===== config.mk =====
export PLATFORM = sky130hd
export DESIGN_NAME = dcr_bank
export DESIGN_NICKNAME = d
export VERILOG_FILES = /design/src/hdl/dcr_pkg.sv /design/src/hdl/dcr_bank.sv
export VERILOG_INCLUDE_DIRS = /design/src /design/src/hdl
export SDC_FILE = /design/constraint.sdc
export NUM_CORES = 1
export LEC_CHECK = 0
export BUFFER_PORTS_ARGS = -buffer_cell sky130_fd_sc_hd__buf_2
export CAP_MARGIN = 10
export CELL_PAD_IN_SITES_DETAIL_PLACEMENT = 1
export CELL_PAD_IN_SITES_GLOBAL_PLACEMENT = 2
export CORE_ASPECT_RATIO = 0.75
export CORE_MARGIN = 2
export CORE_UTILIZATION = 34
export DETAILED_ROUTE_END_ITERATION = 10
export PLACE_DENSITY_LB_ADDON = 0.1
export SYNTH_ARGS = -nofsm -noshare
export SYNTH_HDL_FRONTEND = slang
export SYNTH_SLANG_ARGS = --single-unit

===== constraint.sdc =====
create_clock -name clk -period 6.5 [get_ports clk]
set_clock_uncertainty 0.05 [all_clocks]
set_input_delay 0.975 -clock clk [delete_from_list [all_inputs] [get_ports clk]]
set_output_delay 0.975 -clock clk [all_outputs]
set_load 0.01 [all_outputs]

===== src/hdl/dcr_regs.svh =====
// Purpose: Offsets, field positions, reset values and timing counts of the drive command bank.
// Assumes: Word addresses as seen by the polling master; one 16-bit word per address.
// Notes: Definitions only.
`ifndef DCR_REGS_SVH
`define DCR_REGS_SVH
`define DCR_ADDR_FREQ 16'h0380
`define DCR_ADDR_SPEED 16'h0381
`define DCR_ADDR_RUN 16'h0382
`define DCR_ADDR_ACCEL 16'h0383
`define DCR_ADDR_DECEL 16'h0384
`define DCR_ADDR_LOOP_REF 16'h0388
`define DCR_ADDR_LOOP_FB 16'h0389
`define DCR_ADDR_RESTORE 16'h03e2
`define DCR_ADDR_HIST_CLR 16'h03e5
`define DCR_RUN_BIT 0
`define DCR_DIR_BIT 1
`define DCR_COAST_BIT 3
`define DCR_RUN_MASK 16'h000b
`define DCR_WORD_RESET 16'h0000
`define DCR_REF_SRC_COMM 4'h4
`define DCR_FB_SRC_COMM 4'h2
`define DCR_RESTORE_MAX 16'h0005
`define DCR_HIST_CLR_YES 16'h0001
`define DCR_OV_LIMIT_V 10'h190
`define DCR_UV_LIMIT_V 10'h0b4
`define DCR_RATED_PCT 9'h064
`define DCR_OL_PCT 9'h096
`define DCR_CLK_HZ 20000000
`define DCR_OL_TIME_S 60
`endif


===== src/hdl/dcr_pkg.sv =====
// Purpose: Types shared by the drive command bank.
// Assumes: Register port driven by a frame decoder on the same clock.
// Notes: Constants live in dcr_regs.svh.
package dcr_pkg;
   // One register request from the frame decoder.
   typedef struct packed {
      logic wr;
      logic rd;
      logic [15:0] addr;
      logic [15:0] wdata;
   } dcr_req_t;
   // Latched protective trips.
   typedef struct packed {
      logic ov;
      logic uv;
      logic ol;
      logic phase;
      logic oc;
   } dcr_trip_t;
endpackage : dcr_pkg


===== src/hdl/dcr_bank.sv =====
// Purpose: Command and memory-control register bank of a motor drive, with protective trips.
// Assumes: Requests and sensor words come from logic on clk; sensors give volts and percent of rated current.
// Notes: Every output is registered; write answers come one cycle after the request.
`timescale 1ns/1ns
`default_nettype none
`include "dcr_regs.svh"

// Summary of operation
// - Frequency and speed words are writable only with communication frequency source.
// - Run word bit 0 is stop/run, bit 1 is reverse/forward.
// - Coast stop fires on a 0 to 1 write of bit 3 only.
// - Run word writes are ignored unless the run source is communication.
// - Loop reference word is writable only when its source select equals 4.
// - Loop feedback word is writable only when its source select equals 2.
// - Restore word code 0 to 5 selects which defaults to restore.
// - Restore requests are rejected while any trip is active.
// - Writing 1 to history clear erases fault history; 0 does nothing.
// - Bus voltage above 400 V trips overvoltage and cuts the output.
// - Bus voltage below 180 V trips undervoltage and cuts the output.
// - Current at 150 percent for longer than one minute trips overload.
// - An open output phase trips phase loss and cuts the output.
// - Current above rated trips overcurrent and cuts the output.
// - A latched fault cannot be cleared while its cause persists.
module dcr_bank #(
   parameter int unsigned OL_CYCLES = `DCR_OL_TIME_S * `DCR_CLK_HZ
) (
   // Clock and reset.
   input wire logic clk,
   input wire logic rst,
   // Register port from the frame decoder.
   input wire dcr_pkg::dcr_req_t req,
   output logic [15:0] rdata,
   output logic rd_valid,
   output logic wr_done,
   output logic wr_refused,
   // Source selects.
   input wire logic freq_source_is_comm,
   input wire logic run_source_is_comm,
   input wire logic [3:0] loop_reference_source_select,
   input wire logic [3:0] loop_feedback_source_select,
   // Sensing and fault clear.
   input wire logic [9:0] dc_bus_volts,
   input wire logic [8:0] output_current_pct,
   input wire logic [2:0] phase_open,
   input wire logic fault_clear_req,
   // Held command words.
   output logic [15:0] frequency_setpoint,
   output logic [15:0] speed_setpoint,
   output logic [15:0] run_control,
   output logic [15:0] accel_ramp_time,
   output logic [15:0] decel_ramp_time,
   output logic [15:0] loop_reference_value,
   output logic [15:0] loop_feedback_value,
   output logic [15:0] parameter_default_restore,
   // Drive actions.
   output logic drive_enable,
   output logic coast_stop,
   output logic restore_pulse,
   output logic history_clear,
   output dcr_pkg::dcr_trip_t trips
);

   // Condition levels seen this cycle.
   logic cond_ov;
   logic cond_uv;
   logic cond_oc;
   logic cond_phase;
   logic cond_ol;
   logic ol_high;
   logic [31:0] ol_count;
   logic [31:0] next_ol_count;
   dcr_pkg::dcr_trip_t cond;
   dcr_pkg::dcr_trip_t next_trips;
   logic next_drive_enable;

   // Register group next values.
   logic [15:0] next_frequency_setpoint;
   logic [15:0] next_speed_setpoint;
   logic [15:0] next_run_control;
   logic [15:0] next_accel_ramp_time;
   logic [15:0] next_decel_ramp_time;
   logic [15:0] next_loop_reference_value;
   logic [15:0] next_loop_feedback_value;
   logic [15:0] next_parameter_default_restore;
   logic [15:0] next_rdata;
   logic next_rd_valid;
   logic next_wr_done;
   logic next_wr_refused;
   logic next_coast_stop;
   logic next_restore_pulse;
   logic next_history_clear;
   logic trip_any;

   // Protective comparisons on the sensed values.
   assign cond_ov = dc_bus_volts > `DCR_OV_LIMIT_V;
   assign cond_uv = dc_bus_volts < `DCR_UV_LIMIT_V;
   assign cond_oc = output_current_pct > `DCR_RATED_PCT;
   assign cond_phase = |phase_open;
   assign ol_high = output_current_pct >= `DCR_OL_PCT;
   assign cond_ol = ol_high && (ol_count >= OL_CYCLES);
   assign trip_any = |trips;

   // Overload timer, trip and output enable next values.
   always_comb
   begin
      cond = '{ov: cond_ov, uv: cond_uv, ol: cond_ol, phase: cond_phase, oc: cond_oc};
      next_ol_count = ol_count;
      if (!ol_high)
      begin
         next_ol_count = 32'h0000_0000;
      end
      else if (ol_count < OL_CYCLES)
      begin
         next_ol_count = ol_count + 32'h0000_0001;
      end
      // A trip bit clears only once its own cause is gone; a present cause always wins.
      next_trips = trips | cond;
      if (fault_clear_req)
      begin
         next_trips = cond;
      end
      next_drive_enable = next_run_control[`DCR_RUN_BIT] && !(|next_trips) && !(|cond);
   end

   // Protection registers.
   always_ff @(posedge clk or posedge rst)
   begin
      if (rst)
      begin
         ol_count <= 32'h0000_0000;
         trips <= '0;
         drive_enable <= 1'b0;
      end
      else
      begin
         ol_count <= next_ol_count;
         trips <= next_trips;
         drive_enable <= next_drive_enable;
      end
   end

   // Write gating, read mux and one-cycle action pulses.
   always_comb
   begin
      next_frequency_setpoint = frequency_setpoint;
      next_speed_setpoint = speed_setpoint;
      next_run_control = run_control;
      next_accel_ramp_time = accel_ramp_time;
      next_decel_ramp_time = decel_ramp_time;
      next_loop_reference_value = loop_reference_value;
      next_loop_feedback_value = loop_feedback_value;
      next_parameter_default_restore = parameter_default_restore;
      next_rd_valid = req.rd && !req.wr;
      next_wr_done = req.wr;
      next_wr_refused = 1'b0;
      next_coast_stop = 1'b0;
      next_restore_pulse = 1'b0;
      next_history_clear = 1'b0;
      next_rdata = 16'h0000;
      if (req.wr)
      begin
         case (req.addr)
            `DCR_ADDR_FREQ:
            begin
               if (freq_source_is_comm) next_frequency_setpoint = req.wdata;
               else next_wr_refused = 1'b1;
            end
            `DCR_ADDR_SPEED:
            begin
               if (freq_source_is_comm) next_speed_setpoint = req.wdata;
               else next_wr_refused = 1'b1;
            end
            `DCR_ADDR_RUN:
            begin
               if (run_source_is_comm)
               begin
                  next_run_control = req.wdata & `DCR_RUN_MASK;
                  next_coast_stop = req.wdata[`DCR_COAST_BIT] && !run_control[`DCR_COAST_BIT];
               end
               else next_wr_refused = 1'b1;
            end
            `DCR_ADDR_ACCEL: next_accel_ramp_time = req.wdata;
            `DCR_ADDR_DECEL: next_decel_ramp_time = req.wdata;
            `DCR_ADDR_LOOP_REF:
            begin
               if (loop_reference_source_select == `DCR_REF_SRC_COMM) next_loop_reference_value = req.wdata;
               else next_wr_refused = 1'b1;
            end
            `DCR_ADDR_LOOP_FB:
            begin
               if (loop_feedback_source_select == `DCR_FB_SRC_COMM) next_loop_feedback_value = req.wdata;
               else next_wr_refused = 1'b1;
            end
            `DCR_ADDR_RESTORE:
            begin
               // Codes above the input/output group are not defined and are refused.
               if (trip_any || req.wdata > `DCR_RESTORE_MAX)
               begin
                  next_wr_refused = 1'b1;
               end
               else
               begin
                  next_parameter_default_restore = req.wdata;
                  next_restore_pulse = req.wdata != `DCR_WORD_RESET;
               end
            end
            `DCR_ADDR_HIST_CLR: next_history_clear = req.wdata == `DCR_HIST_CLR_YES;
            default: next_wr_refused = 1'b1;
         endcase
      end
      else if (req.rd)
      begin
         case (req.addr)
            `DCR_ADDR_FREQ: next_rdata = frequency_setpoint;
            `DCR_ADDR_SPEED: next_rdata = speed_setpoint;
            `DCR_ADDR_RUN: next_rdata = run_control & `DCR_RUN_MASK;
            `DCR_ADDR_ACCEL: next_rdata = accel_ramp_time;
            `DCR_ADDR_DECEL: next_rdata = decel_ramp_time;
            `DCR_ADDR_LOOP_REF: next_rdata = loop_reference_value;
            `DCR_ADDR_LOOP_FB: next_rdata = loop_feedback_value;
            `DCR_ADDR_RESTORE: next_rdata = parameter_default_restore;
            default: next_rdata = 16'h0000;
         endcase
      end
   end

   // Register bank flops.
   always_ff @(posedge clk or posedge rst)
   begin
      if (rst)
      begin
         frequency_setpoint <= `DCR_WORD_RESET;
         speed_setpoint <= `DCR_WORD_RESET;
         run_control <= `DCR_WORD_RESET;
         accel_ramp_time <= `DCR_WORD_RESET;
         decel_ramp_time <= `DCR_WORD_RESET;
         loop_reference_value <= `DCR_WORD_RESET;
         loop_feedback_value <= `DCR_WORD_RESET;
         parameter_default_restore <= `DCR_WORD_RESET;
         rdata <= 16'h0000;
         rd_valid <= 1'b0;
         wr_done <= 1'b0;
         wr_refused <= 1'b0;
         coast_stop <= 1'b0;
         restore_pulse <= 1'b0;
         history_clear <= 1'b0;
      end
      else
      begin
         frequency_setpoint <= next_frequency_setpoint;
         speed_setpoint <= next_speed_setpoint;
         run_control <= next_run_control;
         accel_ramp_time <= next_accel_ramp_time;
         decel_ramp_time <= next_decel_ramp_time;
         loop_reference_value <= next_loop_reference_value;
         loop_feedback_value <= next_loop_feedback_value;
         parameter_default_restore <= next_parameter_default_restore;
         rdata <= next_rdata;
         rd_valid <= next_rd_valid;
         wr_done <= next_wr_done;
         wr_refused <= next_wr_refused;
         coast_stop <= next_coast_stop;
         restore_pulse <= next_restore_pulse;
         history_clear <= next_history_clear;
      end
   end
endmodule : dcr_bank
`default_nettype wire


; Word level (Yosys, flattened, before mapping)
; Cells that the tools add are included.
; W data, S select, Z words.
[op_classes]
add_sub_neg = 1
order_cmp = 7
eq_ne = 13
n_mux = 24
n_bitwise = 2
n_reduce_logical = 25
[op_table]
columns = op, n
row1 = $eq A16 B10 Y1 const B, 9
row2 = $pmux W16 S8, 1
row3 = $mux W32, 2
row4 = $add A32 B1 Y32 const B, 1
row5 = $ge A32 B31 Y1 const B, 1
row6 = $lt A32 B31 Y1 const B, 1
row7 = $mux W16, 2
row8 = $reduce_and A3 Y1, 6
row9 = $mux W1, 17
row10 = $eq A16 B1 Y1 const B, 1
row11 = $gt A16 B3 Y1 const B, 1
row12 = $reduce_bool A16 Y1, 1
row13 = $gt A10 B9 Y1 const B, 1
row14 = $lt A10 B8 Y1 const B, 1
row15 = $reduce_or A5 Y1, 2
row16 = $ge A9 B8 Y1 const B, 1
row17 = $gt A9 B7 Y1 const B, 1
row18 = $reduce_or A7 Y1, 1
row19 = $pmux W1 S6, 1
row20 = $reduce_or A3 Y1, 2
row21 = $logic_and A1 B1 Y1, 5
row22 = $mux W5, 1
row23 = $or A5 B5 Y5, 1
row24 = $eq A4 B2 Y1 const B, 1
row25 = other kinds (7), 11
[totals]
register_bits = 175
in_bits = 69
elab_cells = 95

; Depth between registers and ports, before layout
[logic_depth]
ltp_word = 8
ltp_mapped = 9

; Worst setup path after synthesis
; Ideal clock, no wire load.
[synth_timing]
path_type = input -> register
start = in req[29] (netlist name)
end = reg decel_ramp_time[2]
setup_time_ps = 125
arrival_ps = 2804
path_slack_ps = 3521
cell_stages = 7
n_path_buf = 3
cell_sequence = or4_1 -> buf_4 -> nor4_4 -> and2_1 -> buf_2 -> buf_6 -> mux2_2
[synth_between]
elab_chain_len = 2
[synth_lines]
columns = element, line_no
row1 = from (decl), dcr_bank.sv:31  ; input wire dcr_pkg::dcr_req_t req,
row2 = $eq A16 B10 Y1, dcr_bank.sv:162  ; case (req.addr)
row3 = $reduce_and A2 Y1 (no source line), -
row4 = to (signal assigned), dcr_bank.sv:236  ; decel_ramp_time <= `DCR_WORD_RESET;
row5 = to (signal assigned), dcr_bank.sv:254  ; decel_ramp_time <= next_decel_ramp_time;
row6 = to (decl), dcr_bank.sv:51  ; output logic [15:0] decel_ramp_time,
; Every way passes these cells.
; A chain may end at the register's enable or synchronous reset.

; Worst setup path after layout
[layout_timing]
start = in req[29] (netlist name)
end = reg parameter_default_restore[2]
[layout_between]
elab_chain_len = 2
[layout_lines]
columns = element, line_no
row1 = $eq A16 B10 Y1, dcr_bank.sv:162
row2 = $reduce_and A3 Y1 (no source line), -
row3 = to (signal assigned), dcr_bank.sv:239  ; parameter_default_restore <= `DCR_WORD_RESET;
row4 = to (signal assigned), dcr_bank.sv:257  ; parameter_default_restore <= next_parameter_default_restore;
row5 = to (decl), dcr_bank.sv:54  ; output logic [15:0] parameter_default_restore,
; Every way passes these cells.

==> results_dict.tcl <==
set metrics [dict create \
    fin_nets 958 \
    synth_enable_flop_cells 0 \
    avgRoutedWirePerCell_um 23.06 \
    worstHoldPathCells 1 \
    die-area_um2 25720 \
    synthToLayoutAreaGrowth_pct 22.68 \
    tightestPinTransition_ns 1.208 \
    dp_hpwl_um 20200 \
    reg2reg_slack_ns 3.66 \
    grt_max_degree 74 \
    fin_crit_ns 3.591 \
    topRoutingLayerUsed "met4" \
    wl_met1_um 13690 \
    fin_worst_hold_slack_ns 0.4613 \
    grt_pass1_wl_um 42880 \
    wl_met2_um 12570 \
    ys_ff_latch 175 \
    post-cts-setup-buffer-count 0 \
    vias 6676 \
    layout-drive-gt1-share_pct 40.89 \
    tritoncts "built" \
    tns_ns 0 \
    clk_pin_slew_ns 0.07 \
    portBuffers 211 \
    cts_buffers 17 \
    setup_viol 0 \
    ctsHoldBuffers 0 \
    cts_resized 0 \
    antenna_found_initial 0 \
    die_height_um 139.4 \
    maxSlewHeadroom_pct 19.38 \
    wl_met3_um 1916 \
    critPathKind "in -> reg" \
    drt_wl_total_um 28400 \
    worstSetupEndpointType "flop" \
    syn_area_um2 8309 \
    r2r-start "ol_count[22]$_DFFE_PP0P_" \
    start_util_pct 34.66 \
    start_kind "input pin" \
    io_pins 225 \
    final_antenna_net_count 0 \
    grt_use_total_pct 22.29 \
    drv_slew 0 \
    arrival_ns 3.85 \
    clock_latency_ns 0.43 \
    leakage_nw 5.120 \
    worstHoldPathType "reg -> reg" \
    place_congestion 0.8188 \
    ys_warn_count 0 \
    die_w_um 184.5 \
    fmax_mhz 278.4 \
    core_um2 23970 \
    synth_ff_type "dfrtp_1" \
    ys_types 72 \
    fp-row-count 49 \
    reg2reg_depth 5 \
    worstPathMaxFanout 20 \
    worstPathRequired_ns 6.76 \
    rsz0062_at_grt "no" \
    status "finished clean" \
    drc_errors 0 \
    htreeDepth 4 \
    drtPass1Iterations 5 \
    grt_pass1_vias 6830 \
    avgSynthCellArea_um2 12.06 \
    synth-seq-area-share_pct 52.70 \
    netlist_instances 689 \
    cts_root_buf "clkbuf_16" \
    vias_per_cell 5.419 \
    cts_buffer_depth 2 \
    clock_sinks 175 \
    async_reset_ff_share_pct 100.0 \
    r2r_end "drive_enable$_DFF_PP0_" \
    hold_path_end "coast_stop$_DFF_PP0_" \
    min_period_over_period_pct 55.25 \
    cap_violations 0 \
    drtIter0Drc 402 \
    vdd_drop_max_mv 0.2067 \
    worstHoldStart "run_control[3]$_DFFE_PP0P_" \
    powerDensity_nw_per_um2 221.7 \
    finalHoldViolCount 0 \
    globalRouteOverflowTotal 0 \
]
-- cell families after synthesis --
| kind of cell | after synthesis | share of synthesized area [%] |
|---|---|---|
| xor+xnor | 3 | 0.3163 |
| simple gates | 188 | 14.61 |
| buf+inv | 68 | 4.412 |
| compound gates | 146 | 12.86 |
| fa+ha+maj | 2 | 0.3011 |
| mux | 106 | 14.76 |
| other cells | 1 | 0.04513 |
| flops | 175 | 52.70 |
-- power by group --
group	leakage [nW]	internal, mW	switching (mW)
clock network	0.283	0.549	0.491
registers	2.42	1.10	0.00952
logic	2.42	0.0351	0.0782
total	5.12	1.68	0.579
-- sequential cells by signal, summed over array words and instances, names as in the netlist, 3 cells and up --
signal                     count
loop_reference_value          16
trips                          5
speed_setpoint                16
ol_count                      32
run_control                    3
decel_ramp_time               16
rdata                         16
accel_ramp_time               16
loop_feedback_value           16
frequency_setpoint            16
parameter_default_restore     16
-- layout make-up --
class	instances	area [um^2]
clock buffers	17	425.4
repair buffers	220	1124
clock inverters	15	171.4
well taps	331	414.1
inverters	15	61.31
fillers	2626	13780
diodes	1	2.502
multi-input cells	458	3616
flip-flops and latches	175	4379
-- metrics by stage --
step | instance area (um^2) | util [%] | std cells | power (mW) | worst slack, ns
finish | 10190 | 42.52 | 1232 | 2.260 | 2.909
global route | 10190 | 42.51 | 1231 | 2.346 | 2.764
CTS | 10190 | 42.51 | 1231 | 2.288 | 2.950
detailed placement | 9594 | 40.02 | 1199 | 1.243 | 2.492
global placement | 9594 | 40.02 | 1199 | 1.237 | 2.549
floorplan | 8354 | - | 701 | 1.190 | 0.7298
-- Yosys cell counts (13+ instances only) --
cell      count  area, um^2
dfrtp_1     175        4379
mux2_2       89        1002
nand2_1      36       135.1
a21oi_1      28       140.1
nor2b_1      19       118.9
a22oi_1      18       135.1
a31oi_1      16       100.1
buf_4        16       120.1
clkbuf_1     16       60.06
buf_2        15       75.07
inv_1        15       56.30
nand3_1      14       70.07
nand4_1      14       87.58
o21ai_0      14       70.07
nor2_1       13       48.80
-- layout by cell type (no fill, tap or decap), types with 4 or more instances in the layout --
master,synthesis,routed
inv_1,15,14
nor2b_1,19,19
o21a_1,4,4
o31ai_1,12,12
nor2_1,13,12
conb_1,1,13
nor4_4,4,4
buf_4,16,9
dfrtp_1,175,175
nand3_1,14,14
nor4b_1,5,5
a222oi_1,6,6
a22oi_1,18,18
mux2i_1,4,4
mux2_2,89,89
nand4_1,14,14
a221oi_1,9,9
inv_6,0,6
a22o_1,12,12
a21oi_1,28,28
nand2_1,36,36
or3_1,12,12
o21ai_0,14,14
buf_2,15,211
and2_1,4,4
mux2_4,10,10
nor4_1,9,9
or4_1,12,12
nor3_1,11,10
a31oi_1,16,16
clkbuf_16,0,17
and3_1,6,6
and4_1,4,4
-- critical path, stage by stage --
cell	delay, ns
buf_2	0.10
nor4_1	0.68
and4_1	0.93
and3_1	0.73
mux2_2	0.42
-- how the worst max path moves through the flow --
stage,startpoint,cells after the start,slack [ns],to
2_1_floorplan,rst,1,0.73,accel_ramp_time[0]$_DFFE_PP0P_
3_3_place_gp,req[29],6,2.55,decel_ramp_time[15]$_DFFE_PP0P_
3_5_place_dp,req[29],5,2.49,parameter_default_restore[2]$_DFFE_PP0P_
4_1_cts,req[29],5,2.95,parameter_default_restore[2]$_DFFE_PP0P_
5_1_grt,req[29],5,2.76,parameter_default_restore[2]$_DFFE_PP0P_
6_report,req[29],5,2.91,parameter_default_restore[2]$_DFFE_PP0P_
-- layer usage --
layer / track usage (%) / vias to the layer above
li1: - / 2993
met1: 32.53 / 3442
met2: 33.48 / 227
met3: 5.548 / 14
met4: 4.632 / 0
met5: 0 / -
(Power assumes the default switching activity.)
